### config.mk
export PLATFORM = sky130hd
export DESIGN_NAME = hrb_top
export DESIGN_NICKNAME = d
export VERILOG_FILES = /design/src/hw/hrb_pkg.sv /design/src/hw/hrb_tick_gen.sv /design/src/hw/hrb_harm_path.sv /design/src/hw/hrb_top.sv
export VERILOG_INCLUDE_DIRS = /design/src /design/src/hw
export SDC_FILE = /design/constraint.sdc
export NUM_CORES = 2
export LEC_CHECK = 0
export BUFFER_PORTS_ARGS = -buffer_cell sky130_fd_sc_hd__buf_2
export CORE_ASPECT_RATIO = 1.1
export CORE_MARGIN = 2
export CORE_UTILIZATION = 54
export DETAILED_ROUTE_END_ITERATION = 8
export PLACE_DENSITY_LB_ADDON = 0.3
export RECOVER_POWER = 50
export SLEW_MARGIN = 20
export SYNTH_ARGS = -nofsm -noshare
export SYNTH_HDL_FRONTEND = slang
export SYNTH_SLANG_ARGS = --single-unit
### constraint.sdc
create_clock -name sys_clk_in -period 7.7 [get_ports sys_clk_in]
set_input_delay 1.54 -clock sys_clk_in [delete_from_list [all_inputs] [get_ports sys_clk_in]]
set_output_delay 1.54 -clock sys_clk_in [all_outputs]
set_load 0.1 [all_outputs]
### src/hw/hrb_defines.svh
`ifndef HRB_DEFINES_SVH
`define HRB_DEFINES_SVH
// Summary of operation
// - Three identical per-phase second-harmonic decision paths
// - Per phase compare harmonic/fundamental ratio to threshold
// - High ratio sets restraint at once, starts timer
// - Ratio high 25 ticks (25 ms at 50 Hz) starts drop-off extension
// - Second-harmonic restraint blocks only during inrush or fault
// - OR gated phase second-harmonic decisions into summary flag
// - Fifth path same logic, gated by minimum current
// - Cross-block off: element blocked by own restraint only
// - Cross-block on: any restraint blocks all elements
// - Cross-blocking ends when time limit expires
// - After timeout, restrained phase keeps blocking itself
// - Cross-block enable defaults true, bounded by limit
// - Cross-block limit 100..60000 ms, default 5000
// - Drop-off extends restraint 15 ticks (15 ms at 50 Hz) when qualified
// - Thresholds 5..50 percent, defaults 15 and 25
// - Inrush condition input comes from upstream detector
// - External-fault condition input comes from upstream detector

// APB register byte offsets
`define HRB_OFS_CTRL      8'h00
`define HRB_OFS_THR2      8'h04
`define HRB_OFS_THR5      8'h08
`define HRB_OFS_XLIMIT    8'h0c
`define HRB_OFS_MIN_DIFF  8'h10
`define HRB_OFS_STATUS    8'h14

// CTRL field positions
`define HRB_CTRL_XEN_BIT  0
`define HRB_CTRL_F60_BIT  1

// STATUS field positions
`define HRB_ST_H2_LSB     0
`define HRB_ST_INR_LSB    3
`define HRB_ST_H5_LSB     6
`define HRB_ST_ANY2_BIT   9
`define HRB_ST_ANY5_BIT   10
`define HRB_ST_XB_BIT     11

// Reset values and legal ranges of the settings
`define HRB_XEN_RST       1'b1
`define HRB_F60_RST       1'b0
`define HRB_THR2_RST      7'h0f
`define HRB_THR5_RST      7'h19
`define HRB_THR_MIN       7'h05
`define HRB_THR_MAX       7'h32
`define HRB_XLIMIT_RST    16'h1388
`define HRB_XLIMIT_MIN    16'h0064
`define HRB_XLIMIT_MAX    16'hea60
`define HRB_MIN_DIFF_RST  16'h0000
`define HRB_PERCENT       7'h64

// Timing: clock period, tick periods and timer lengths in ticks
`define HRB_CLK_NS        50
`define HRB_MS_NS         1000000
`define HRB_TICK60_NS     833333
`define HRB_QUAL_MS       25
`define HRB_DROP_MS       15
`define HRB_QUAL_TICKS    5'h19
`define HRB_DROP_TICKS    5'h0f
`endif

### src/hw/hrb_pkg.sv
package hrb_pkg;
	// Cross-blocking sequencer states
	typedef enum logic [1:0] {
		HRB_XB_IDLE    = 2'b00,
		HRB_XB_ACTIVE  = 2'b01,
		HRB_XB_EXPIRED = 2'b10
	} hrb_xb_state_t;

	// Tick divider state
	typedef struct packed {
		logic [15:0] cnt;
		logic        tick;
	} hrb_tick_st_t;

	// One harmonic decision path
	typedef struct packed {
		logic [4:0] qual_cnt;
		logic [4:0] drop_cnt;
		logic       qualified;
		logic       restraint;
	} hrb_path_st_t;

	// Top-level state: settings, bus answer, sequencer, outputs
	typedef struct packed {
		logic          xen;
		logic          f60;
		logic [6:0]    thr2;
		logic [6:0]    thr5;
		logic [15:0]   xlimit;
		logic [15:0]   min_diff;
		logic [31:0]   prdata;
		logic          pslverr;
		hrb_xb_state_t xb_state;
		logic [15:0]   xb_cnt;
		logic          any2;
		logic          any5;
		logic [2:0]    block;
		logic [2:0]    trip;
	} hrb_top_st_t;
endpackage : hrb_pkg

### src/hw/hrb_tick_gen.sv
`include "hrb_defines.svh"
// Free-running divider giving a one-cycle tick every period_in clocks
module hrb_tick_gen (
	input  wire logic        sys_clk_in,
	input  wire logic        srst_in,
	input  wire logic [15:0] period_in,
	output logic             tick_out
);
	hrb_pkg::hrb_tick_st_t st;      // Registered state
	hrb_pkg::hrb_tick_st_t next_st; // Next state

	// Count to period-1 then wrap; a shorter new period wraps at once
	always_comb begin
		next_st = st;
		next_st.tick = 1'b0;
		if (st.cnt >= period_in - 16'h0001) begin
			next_st.cnt  = 16'h0000;
			next_st.tick = 1'b1;
		end else begin
			next_st.cnt = st.cnt + 16'h0001;
		end
	end

	// State register
	always_ff @(posedge sys_clk_in) begin
		if (srst_in) begin
			st <= '0;
		end else begin
			st <= next_st;
		end
	end

	assign tick_out = st.tick;
endmodule : hrb_tick_gen

### src/hw/hrb_harm_path.sv
`include "hrb_defines.svh"
// One harmonic restraint decision for one phase
module hrb_harm_path #(
	parameter int MAG_W = 16
) (
	input  wire logic             sys_clk_in,
	input  wire logic             srst_in,
	input  wire logic             tick_in,    // Power-cycle based tick
	input  wire logic             enable_in,  // Gate on the high decision
	input  wire logic [MAG_W-1:0] fund_in,    // Fundamental magnitude
	input  wire logic [MAG_W-1:0] harm_in,    // Harmonic magnitude
	input  wire logic [6:0]       thr_in,     // Threshold in percent
	output logic                  restraint_out
);
	hrb_pkg::hrb_path_st_t st;      // Registered state
	hrb_pkg::hrb_path_st_t next_st; // Next state
	logic [MAG_W+7:0]      harm_pct; // Harmonic scaled by 100
	logic [MAG_W+7:0]      thr_fund; // Threshold times fundamental
	logic                  high;     // Ratio above threshold

	// Ratio compare by cross-multiplication, no divider needed
	always_comb begin
		harm_pct = (MAG_W+8)'(harm_in) * (MAG_W+8)'(`HRB_PERCENT);
		thr_fund = (MAG_W+8)'(fund_in) * (MAG_W+8)'(thr_in);
		high     = enable_in && (harm_pct > thr_fund);
	end

	// Qualification and drop-off timers counted in ticks
	always_comb begin
		next_st = st;
		if (high) begin
			// Restraint at once, qualification timer runs
			next_st.restraint = 1'b1;
			next_st.drop_cnt  = 5'h00;
			if (tick_in && st.qual_cnt < `HRB_QUAL_TICKS) begin
				next_st.qual_cnt = st.qual_cnt + 5'h01;
			end
			if (st.qual_cnt >= `HRB_QUAL_TICKS) begin
				next_st.qualified = 1'b1;
			end
		end else begin
			// Any gap restarts qualification
			next_st.qual_cnt = 5'h00;
			if (st.qualified && st.drop_cnt < `HRB_DROP_TICKS) begin
				// Hold restraint while the drop-off timer runs
				next_st.restraint = 1'b1;
				if (tick_in) begin
					next_st.drop_cnt = st.drop_cnt + 5'h01;
				end
			end else begin
				next_st.restraint = 1'b0;
				next_st.qualified = 1'b0;
				next_st.drop_cnt  = 5'h00;
			end
		end
	end

	// State register
	always_ff @(posedge sys_clk_in) begin
		if (srst_in) begin
			st <= '0;
		end else begin
			st <= next_st;
		end
	end

	assign restraint_out = st.restraint;
endmodule : hrb_harm_path

### src/hw/hrb_top.sv
`include "hrb_defines.svh"
// Harmonic restraint and cross-blocking for a three-phase
// differential element, with settings and status over APB
module hrb_top #(
	parameter int MAG_W          = 16,                             // Magnitude width
	parameter int CLKS_PER_MS    = `HRB_MS_NS / `HRB_CLK_NS,       // Clocks per millisecond
	parameter int CLKS_PER_TK60  = `HRB_TICK60_NS / `HRB_CLK_NS    // Clocks per 60 Hz tick
) (
	input  wire logic               sys_clk_in,
	input  wire logic               srst_in,
	// APB slave
	input  wire logic               psel_in,
	input  wire logic               penable_in,
	input  wire logic               pwrite_in,
	input  wire logic [7:0]         paddr_in,
	input  wire logic [31:0]        pwdata_in,
	output logic [31:0]             prdata_out,
	output logic                    pready_out,
	output logic                    pslverr_out,
	// Harmonic estimator magnitudes, one lane per phase
	input  wire logic [3*MAG_W-1:0] fund_mag_in,
	input  wire logic [3*MAG_W-1:0] second_mag_in,
	input  wire logic [3*MAG_W-1:0] fifth_mag_in,
	// Gating conditions from upstream detectors
	input  wire logic               inrush_cond_in,
	input  wire logic               ext_fault_cond_in,
	// Measuring element start requests
	input  wire logic [2:0]         elem_start_in,
	// Decisions
	output logic [2:0]              second_harm_restraint_out,
	output logic [2:0]              inrush_restraint_out,
	output logic [2:0]              fifth_harm_restraint_out,
	output logic                    any_phase_second_harm_restraint_out,
	output logic                    any_phase_fifth_harm_restraint_out,
	output logic                    cross_block_active_out,
	output logic [2:0]              elem_block_out,
	output logic [2:0]              elem_trip_req_out
);
	hrb_pkg::hrb_top_st_t st;      // Registered state
	hrb_pkg::hrb_top_st_t next_st; // Next state

	logic        ms_tick;       // One pulse per millisecond
	logic        cyc_tick;      // One pulse per twentieth of a power cycle
	logic [15:0] cyc_period;    // Divider for the cycle tick
	logic [2:0]  h2_raw;        // Ungated second-harmonic decisions
	logic [2:0]  h5_raw;        // Fifth-harmonic decisions
	logic [2:0]  inr;           // Second harmonic gated by condition
	logic [2:0]  own_block;     // Phase blocked by its own harmonics
	logic        any_restraint; // Some phase is restrained
	logic        gate2;         // Inrush or external fault active
	logic        setup;         // APB setup phase
	logic        access;        // APB access phase
	logic        wr;            // Write taking effect this edge
	logic [31:0] status_word;   // Live status image
	logic [6:0]  wr_thr;        // Written threshold after clamping
	logic [15:0] wr_lim;        // Written limit after clamping

	// Tick for the harmonic timers scales with system frequency,
	// so 25 and 15 ticks become 20.83 ms and 12.5 ms at 60 Hz
	assign cyc_period = st.f60 ? 16'(CLKS_PER_TK60) : 16'(CLKS_PER_MS);

	// Millisecond tick for the cross-blocking limit
	hrb_tick_gen u_ms_tick (
		.sys_clk_in (sys_clk_in),
		.srst_in    (srst_in),
		.period_in  (16'(CLKS_PER_MS)),
		.tick_out   (ms_tick)
	);

	// Frequency dependent tick for qualification and drop-off
	hrb_tick_gen u_cyc_tick (
		.sys_clk_in (sys_clk_in),
		.srst_in    (srst_in),
		.period_in  (cyc_period),
		.tick_out   (cyc_tick)
	);

	// Three phases, each with a second and a fifth harmonic path
	for (genvar p = 0; p < 3; p++) begin : g_phase
		logic fund_ok; // Minimum differential current reached

		assign fund_ok = fund_mag_in[p*MAG_W +: MAG_W] >= MAG_W'(st.min_diff);

		// Second harmonic, identical per phase
		hrb_harm_path #(
			.MAG_W (MAG_W)
		) u_h2 (
			.sys_clk_in    (sys_clk_in),
			.srst_in       (srst_in),
			.tick_in       (cyc_tick),
			.enable_in     (1'b1),
			.fund_in       (fund_mag_in[p*MAG_W +: MAG_W]),
			.harm_in       (second_mag_in[p*MAG_W +: MAG_W]),
			.thr_in        (st.thr2),
			.restraint_out (h2_raw[p])
		);

		// Fifth harmonic gated only by the minimum current
		hrb_harm_path #(
			.MAG_W (MAG_W)
		) u_h5 (
			.sys_clk_in    (sys_clk_in),
			.srst_in       (srst_in),
			.tick_in       (cyc_tick),
			.enable_in     (fund_ok),
			.fund_in       (fund_mag_in[p*MAG_W +: MAG_W]),
			.harm_in       (fifth_mag_in[p*MAG_W +: MAG_W]),
			.thr_in        (st.thr5),
			.restraint_out (h5_raw[p])
		);
	end

	// Condition gating and per-phase own blocking
	always_comb begin
		// Both conditions arrive ready-made from upstream detectors
		gate2         = inrush_cond_in || ext_fault_cond_in;
		inr           = h2_raw & {3{gate2}};
		own_block     = inr | h5_raw;
		any_restraint = |own_block;
	end

	// APB phase decode
	always_comb begin
		setup  = psel_in && !penable_in;
		access = psel_in && penable_in;
		wr     = access && pwrite_in;
	end

	// Status image assembled from live decisions
	always_comb begin
		status_word = 32'h0000_0000;
		status_word[`HRB_ST_H2_LSB +: 3]  = h2_raw;
		status_word[`HRB_ST_INR_LSB +: 3] = inr;
		status_word[`HRB_ST_H5_LSB +: 3]  = h5_raw;
		status_word[`HRB_ST_ANY2_BIT]     = st.any2;
		status_word[`HRB_ST_ANY5_BIT]     = st.any5;
		status_word[`HRB_ST_XB_BIT]       = (st.xb_state == hrb_pkg::HRB_XB_ACTIVE);
	end

	// Clamp written settings into their legal ranges
	always_comb begin
		if (pwdata_in[31:7] != 25'h0 || pwdata_in[6:0] > `HRB_THR_MAX) begin
			wr_thr = `HRB_THR_MAX;
		end else if (pwdata_in[6:0] < `HRB_THR_MIN) begin
			wr_thr = `HRB_THR_MIN;
		end else begin
			wr_thr = pwdata_in[6:0];
		end
		if (pwdata_in[31:16] != 16'h0 || pwdata_in[15:0] > `HRB_XLIMIT_MAX) begin
			wr_lim = `HRB_XLIMIT_MAX;
		end else if (pwdata_in[15:0] < `HRB_XLIMIT_MIN) begin
			wr_lim = `HRB_XLIMIT_MIN;
		end else begin
			wr_lim = pwdata_in[15:0];
		end
	end

	// Next-state logic: bus slave, cross-block sequencer, outputs
	always_comb begin
		next_st = st;

		// Read data and error are captured in setup, so the data
		// output stays a flop while the access phase needs no wait
		if (setup) begin
			next_st.prdata  = 32'h0000_0000;
			next_st.pslverr = 1'b0;
			unique case (paddr_in)
				`HRB_OFS_CTRL: begin
					next_st.prdata[`HRB_CTRL_XEN_BIT] = st.xen;
					next_st.prdata[`HRB_CTRL_F60_BIT] = st.f60;
				end
				`HRB_OFS_THR2: begin
					next_st.prdata[6:0] = st.thr2;
				end
				`HRB_OFS_THR5: begin
					next_st.prdata[6:0] = st.thr5;
				end
				`HRB_OFS_XLIMIT: begin
					next_st.prdata[15:0] = st.xlimit;
				end
				`HRB_OFS_MIN_DIFF: begin
					next_st.prdata[15:0] = st.min_diff;
				end
				`HRB_OFS_STATUS: begin
					next_st.prdata = status_word;
				end
				default: begin
					// Unmapped address reads zero and flags an error
					next_st.pslverr = 1'b1;
				end
			endcase
		end

		// Writes land at the access edge; status is read-only
		if (wr) begin
			unique case (paddr_in)
				`HRB_OFS_CTRL: begin
					next_st.xen = pwdata_in[`HRB_CTRL_XEN_BIT];
					next_st.f60 = pwdata_in[`HRB_CTRL_F60_BIT];
				end
				`HRB_OFS_THR2: begin
					next_st.thr2 = wr_thr;
				end
				`HRB_OFS_THR5: begin
					next_st.thr5 = wr_thr;
				end
				`HRB_OFS_XLIMIT: begin
					next_st.xlimit = wr_lim;
				end
				`HRB_OFS_MIN_DIFF: begin
					next_st.min_diff = pwdata_in[15:0];
				end
				default: begin
					// Status and unmapped writes are dropped
				end
			endcase
		end

		// Cross-blocking sequencer; a new episode needs all phases
		// to drop first, so one long event cannot re-arm it
		unique case (st.xb_state)
			hrb_pkg::HRB_XB_IDLE: begin
				next_st.xb_cnt = 16'h0000;
				if (st.xen && any_restraint) begin
					next_st.xb_state = hrb_pkg::HRB_XB_ACTIVE;
				end
			end
			hrb_pkg::HRB_XB_ACTIVE: begin
				if (!st.xen || !any_restraint) begin
					next_st.xb_state = hrb_pkg::HRB_XB_IDLE;
				end else if (ms_tick) begin
					if (st.xb_cnt + 16'h0001 >= st.xlimit) begin
						next_st.xb_state = hrb_pkg::HRB_XB_EXPIRED;
					end else begin
						next_st.xb_cnt = st.xb_cnt + 16'h0001;
					end
				end
			end
			hrb_pkg::HRB_XB_EXPIRED: begin
				// Wait until every phase is clear
				if (!any_restraint) begin
					next_st.xb_state = hrb_pkg::HRB_XB_IDLE;
				end
			end
			default: begin
				next_st.xb_state = hrb_pkg::HRB_XB_IDLE;
			end
		endcase

		// Summary flags
		next_st.any2 = |inr;
		next_st.any5 = |h5_raw;

		// Element blocking: own restraint always, all phases in cross mode
		if (st.xen && st.xb_state == hrb_pkg::HRB_XB_ACTIVE && any_restraint) begin
			next_st.block = 3'b111;
		end else begin
			next_st.block = own_block;
		end
		next_st.trip = elem_start_in & ~next_st.block;
	end

	// State register with documented setting defaults
	always_ff @(posedge sys_clk_in) begin
		if (srst_in) begin
			st          <= '0;
			st.xen      <= `HRB_XEN_RST;
			st.f60      <= `HRB_F60_RST;
			st.thr2     <= `HRB_THR2_RST;
			st.thr5     <= `HRB_THR5_RST;
			st.xlimit   <= `HRB_XLIMIT_RST;
			st.min_diff <= `HRB_MIN_DIFF_RST;
			st.xb_state <= hrb_pkg::HRB_XB_IDLE;
		end else begin
			st <= next_st;
		end
	end

	// Outputs
	assign prdata_out                          = st.prdata;
	assign pready_out                          = 1'b1;
	assign pslverr_out                         = access && st.pslverr;
	assign second_harm_restraint_out           = h2_raw;
	assign inrush_restraint_out                = inr;
	assign fifth_harm_restraint_out            = h5_raw;
	assign any_phase_second_harm_restraint_out = st.any2;
	assign any_phase_fifth_harm_restraint_out  = st.any5;
	assign cross_block_active_out              = st.xb_state == hrb_pkg::HRB_XB_ACTIVE;
	assign elem_block_out                      = st.block;
	assign elem_trip_req_out                   = st.trip;
endmodule : hrb_top

# Word-level counts from Yosys, hierarchy flattened

Cells that the tools add are included.
W data, S select, Z words.

Register bits: 197
Bits in latches: 0
RAM bits: 0
ROM bits: 0
Input bits: 194
Word-level logic and storage cells: 256
Memories: 0

Add/sub/neg operators: 16
$mul: 12
Div/mod/pow operators: 0
Magnitude comparators: 34
Equality and inequality tests: 26
Shifts and indexed selects: 0
Mux-type cells: 45
Bitwise gates (word level): 16
Reductions and logical operators: 65

Operators by type and width:

| cell                    | number |
|---|---|
| $gt A23 B23 Y1          | 6 |
| $mul A16 B7 Y23         | 6 |
| $mul A16 B5 Y21 const B | 6 |
| $ge A16 B16 Y1          | 5 |
| $mux W16                | 4 |
| $add A5 B1 Y5 const B   | 12 |
| $add A16 B1 Y16 const B | 3 |
| $pmux W16 S2            | 1 |
| $ge A5 B5 Y1 const B    | 6 |
| $lt A5 B4 Y1 const B    | 6 |
| $lt A5 B5 Y1 const B    | 6 |
| $pmux W9 S3             | 1 |
| $reduce_or A3 Y1        | 9 |
| $pmux W5 S5             | 1 |
| $reduce_bool A25 Y1     | 1 |
| $logic_and A1 B1 Y1     | 22 |
| $reduce_and A2 Y1       | 11 |
| $mux W1                 | 21 |
| $mux W2                 | 10 |
| $ne A2 B2 Y1 const B    | 10 |
| $mux W18                | 1 |
| $eq A8 B4 Y1 const B    | 2 |
| $eq A8 B5 Y1 const B    | 2 |
| $ge A16 B15 Y1 const B  | 1 |
| 28 further kinds        | 61 |

# Logic depth before layout (Yosys ltp)

Depth after elaboration: 8
Depth in mapped cells: 29

# Hierarchy

A second synthesis with hierarchy kept.

Cells, all modules: 5335
Area total of the unflattened synthesis: 45436.1 µm²

Modules (own cells, without submodules):

| module                              | instances | cells an instance | area an instance (µm²) | seq. area each (µm²) |
|---|---|---|---|---|
| hrb_harm_path (g_phase[0].u_h2 ...) | 2         | 708               | 6043.3                 | 240.2 |
| hrb_harm_path (g_phase[0].u_h5)     | 1         | 748               | 6306.0                 | 240.2 |
| hrb_harm_path (g_phase[2].u_h2)     | 1         | 742               | 6178.4                 | 240.2 |
| hrb_harm_path (g_phase[2].u_h5)     | 1         | 726               | 6158.4                 | 240.2 |
| hrb_harm_path (g_phase[1].u_h5)     | 1         | 717               | 6108.4                 | 240.2 |
| hrb_top                             | 1         | 672               | 5878.1                 | 1821.7 |
| hrb_tick_gen                        | 2         | 157               | 1360.1                 | 340.3 |

# Worst setup path before layout

Ideal clock, no wire load.

Path kind: input -> register
From: input port fund_mag_in[0]
To: register g_phase[0].u_h2.st[10] (netlist bit)
Library setup time: 0.118 ns
Arrival time: 7.151 ns
Required time: 7.582 ns
Setup slack: 0.431 ns
Cell stages on the path: 27
Cell sequence: clkbuf_1 nand2_1 fa_1 fa_1 inv_1 fa_1 inv_1 fa_1 inv_1 ha_1 inv_1 o31ai_1 nand2_1 o22ai_1 o2bb2ai_1 a31oi_1 mux2i_1 a2111oi_0 ha_1 and4_1 nand2_1 nor3_1 a211o_1 a31oi_1 a21o_1 nand2b_1 nor2_1

Longest elaborated chain between the ends: 4

RTL lines:

| item                       | RTL line            | source |
|---|---|---|
| start: declaration         | hrb_top.sv:21       | `input wire logic [3*MAG_W-1:0] fund_mag_in,` |
| $mul A16 B7 Y23            | hrb_harm_path.sv:24 | `thr_fund = (MAG_W+8)'(fund_in) * (MAG_W+8)'(thr_in);` |
| $gt A23 B23 Y1             | hrb_harm_path.sv:25 | `high = enable_in && (harm_pct > thr_fund);` |
| $not A1 Y1 (no line)       | -                   |  |
| $reduce_or A2 Y1 (no line) | -                   |  |
| end signal: assignment     | hrb_harm_path.sv:63 | `st <= next_st;` |
| end: declaration           | hrb_harm_path.sv:15 | `hrb_pkg::hrb_path_st_t st;` |

Every way passes these cells.
A chain may end at the register's enable or synchronous reset.

# Worst setup path after layout

From: input port fund_mag_in[4]
To: register g_phase[0].u_h2.st[3] (netlist bit)

Longest elaborated chain between the ends: 3

RTL lines:

| item                       | RTL line |
|---|---|
| $mul A16 B7 Y23            | hrb_harm_path.sv:24 |
| $gt A23 B23 Y1             | hrb_harm_path.sv:25 |
| $reduce_or A3 Y1 (no line) | - |

Every way passes these cells.

==> results.txt <==
Status - complete, but fails checks
Failing checks - capacitance limit, slew limit
Worst hold-check path type - reg2reg
CTS tree - done
FMAX - 136 MHz
Fillers - 7207
Post-synthesis adder-cell area fraction - 0.448
Clk sinks - 197
Int Power - 4040 uW
Buffers on Ports - 228
Number of synthesized register bits - 197
Worst path max stage delay - 0.52 ns
Critical Path End Type - flip-flop
Sequential cell area - 0.00395 mm2
Ys flop type - dfxtp_1
Mux contribution to synthesized area - 0.00458
Chip height - 301 um
Share of power burned in registers - 0.141
Clock power frac - 0.117
Area Overhead vs Synth - 7.15%
Grt total ovfl - 0
Clock Tree Buf Depth - 2
Syn Inst Count - 5156
PD cells - 169 mW/mm2
Root buffer cell - clkbuf_16
Critical Path RT - 8.10 ns
Logic pwr share - 0.742
VDD IR max - 0.000211 V
Starting Density - 0.546
Top cells by area, synth - ha_1, fa_1, dfxtp_1
Fin crit period - 7.34 ns
Core box area - 0.0791 mm2
Library cells used by synthesis - 82
Final WL - 101000 um
Asr flop ratio synth - 0
Clock Latency Late Sink - 0.47 ns
Wire per inst - 15.8 um
CP Data Arrival Time - 7.74 ns
Initial DRC Count - 2105
First-pass DRT Iterations - 8
Most frequent cells in the layout - inv_1, ha_1, fa_1
Final setup vio count - 0
Synth Area in Simple Gates - 0.176
Crit Path Max Fanout - 11
Synth Area in Compound Gates - 0.123
Layout Nets - 6791
Final ANT Viol Nets - 0
Full die area - 0.0823 mm2
Commonest non-fill, non-tap cell in the layout - inv_1
Post-CTS Hold Buffers - 0
Cell mode on critical path - inv_1
Startpoint types - input pin
# Max-Cap Violations - 1
Synth area leader - ha_1
Placer Congestion - 0.872
DRC errors left - 0
Post-place setup slack - -0.158 ns
Static Leak - 0.0245 uW
Xor/xnor share of the synthesized area - 0.0572
Row count - 108
CTS H-tree depth - 4
TritonCTS Buffers - 17
Largest delay contributor family on the critical path - adder cells
Post-synth top area share - 0.225
Vias per inst - 5.49
Die span in x - 274 um
Slew @ Worst Pin - 2.01 ns
Sw Share - 0.484
Global Route Usage Sum - 0.251
Clock Skews - 0.0131 ns
Combinational family with the most area after synthesis - adder cells
CP Class - in2reg
Global-route wire length before repair - 171000 um
Register area share after synthesis - 0.0913
Final Hold Fails - 0
Hpwl dp - 84800 um
RSZ-0062 raised after global routing - false
Non-filler instance count after layout - 6404
Max-slew violations - 17
Number of synthesized flops with an enable pin - 0
Clock-pin slew on the worst setup and hold paths - 0.08 ns
Placed cells - 6364
Period utilisation layout - 0.954
Layout cells sized above 1 - 0.0732
Initial antenna violation count - 13
Slew headroom - -0.350
Crit-path slowest cell - fa_1
Largest net degree at the start of global routing - 66
Min Hold Slack - 0.475 ns
Area of the multi-input gates - 0.0350 mm2
Via count - 35200
Switching pwr - 3780 uW
Syn Area/Cell - 8.38 um2
Vias in the first global route - 35400
Fin worst setup slack - 0.355 ns
Num ports - 246
Post-synthesis instance area - 0.0432 mm2
Ys Warns - 0
WP buf/inv - 6
[metrics by stage]
stage           util  power, uW  area [um2]  setup TNS (ns)
2_1_floorplan      -       5670       43300               0
3_3_place_gp   0.578       6790       45700          -0.499
3_5_place_dp   0.578       6910       45700           -2.17
4_1_cts        0.586       7860       46300               0
5_1_grt        0.585       8740       46300               0
6_report       0.585       7820       46300               0
[state kept, by name (all words and copies together), names as in the netlist]
register,flops
elem_trip_req_out,3
u_cyc_tick.tick_out,1
elem_block_out,3
prdata_out,16
g_phase.u_h5.restraint_out,3
any_phase_fifth_harm_restraint_out,1
g_phase.u_h5.st,33
g_phase.u_h2.restraint_out,3
u_ms_tick.tick_out,1
any_phase_second_harm_restraint_out,1
st,67
g_phase.u_h2.st,33
u_ms_tick.st,16
u_cyc_tick.st,16
[worst paths after layout]
check                       startpoint                                 end  slack (ns)  cells after the start
setup reg to reg  st[104]$_SDFFE_PP0P_  g_phase[1].u_h2.st[1]$_SDFFE_PP0P_        0.58                     24
setup / recovery        fund_mag_in[4]  g_phase[0].u_h2.st[3]$_SDFFE_PP0P_        0.36                     28
hold / removal     st[23]$_SDFFE_PP0P_                 st[23]$_SDFFE_PP0P_        0.48                      1
hold reg to reg    st[23]$_SDFFE_PP0P_                 st[23]$_SDFFE_PP0P_        0.48                      1
[power groups by stage]
| stage | sequential, uW | clock (uW) | combinational (uW) |
|---|---|---|---|
| finish | 1100 | 918 | 5800 |
| global route | 1110 | 963 | 6680 |
| CTS | 1100 | 927 | 5830 |
| detailed placement | 1130 | 0 | 5790 |
| global placement | 1130 | 0 | 5660 |
| floorplan | 1120 | 0 | 4550 |
[synthesized netlist by cell type, drive strengths merged, types with 16 or more instances]
| master | n |
|---|---|
| buf | 60 |
| a21oi | 250 |
| nand3 | 77 |
| nand4 | 64 |
| nor2 | 276 |
| a211oi | 30 |
| dfxtp | 197 |
| and3 | 36 |
| o21bai | 34 |
| and2 | 441 |
| nand2b | 48 |
| xnor2 | 144 |
| ha | 777 |
| nor3 | 56 |
| clkbuf | 143 |
| fa | 480 |
| nor4 | 16 |
| nand2 | 396 |
| o21ai | 111 |
| nor2b | 32 |
| a31oi | 18 |
| a21o | 151 |
| xor2 | 138 |
| o21a | 48 |
| o211ai | 17 |
| inv | 900 |
[layer usage]
| layer | share of wire | GRT usage | up-vias | wire [um] |
|---|---|---|---|---|
| met1 | 0.43 | 0.322 | 17200 | 43700 |
| met5 | 0.00072 | 0 | - | 73 |
| met2 | 0.50 | 0.449 | 752 | 50300 |
| met4 | 0.025 | 0.0635 | 12 | 2490 |
| li1 | - | - | 17100 | - |
| met3 | 0.047 | 0.0272 | 151 | 4800 |
[cell type report]
| type | instances | share of cell area |
|---|---|---|
| multi-input cells | 3873 | 0.756 |
| flip-flops and latches | 197 | 0.0854 |
| inverters | 900 | 0.0730 |
| repair buffers | 351 | 0.0445 |
| well taps | 1045 | 0.0283 |
| clock buffers | 19 | 0.00957 |
| clock inverters | 13 | 0.00319 |
| diodes | 6 | 0.000324 |
[worst register-to-register path: cells and delay by family, from the launching register on]
kind,cells,cell delay (ns)
flip-flops,1,0.93
AO/OA/AOI/OAI,7,1.64
adder cells (fa/ha/maj),6,2.58
XOR/XNOR,1,0.15
buffers and inverters,3,0.44
AND/OR/NAND/NOR,7,1.25
[cells by family (layout without fill, tap and decap cells)]
| group | Yosys count | count (layout) |
|---|---|---|
| simple gates | 1495 | 1495 |
| fa+ha+maj | 1257 | 1257 |
| buf+inv | 1103 | 1283 |
| compound gates | 801 | 801 |
| xor+xnor | 282 | 282 |
| flops | 197 | 197 |
| mux | 19 | 19 |
| other cells | 2 | 25 |
[what timing repair did]
| item | CTS | global route |
|---|---|---|
| buffers inserted | 0 | 2 |
| endpoints found under the setup margin | 0 | 23 |
| resized for setup | 0 | 5 |
No activity file was read; power rests on OpenSTA's default activity.
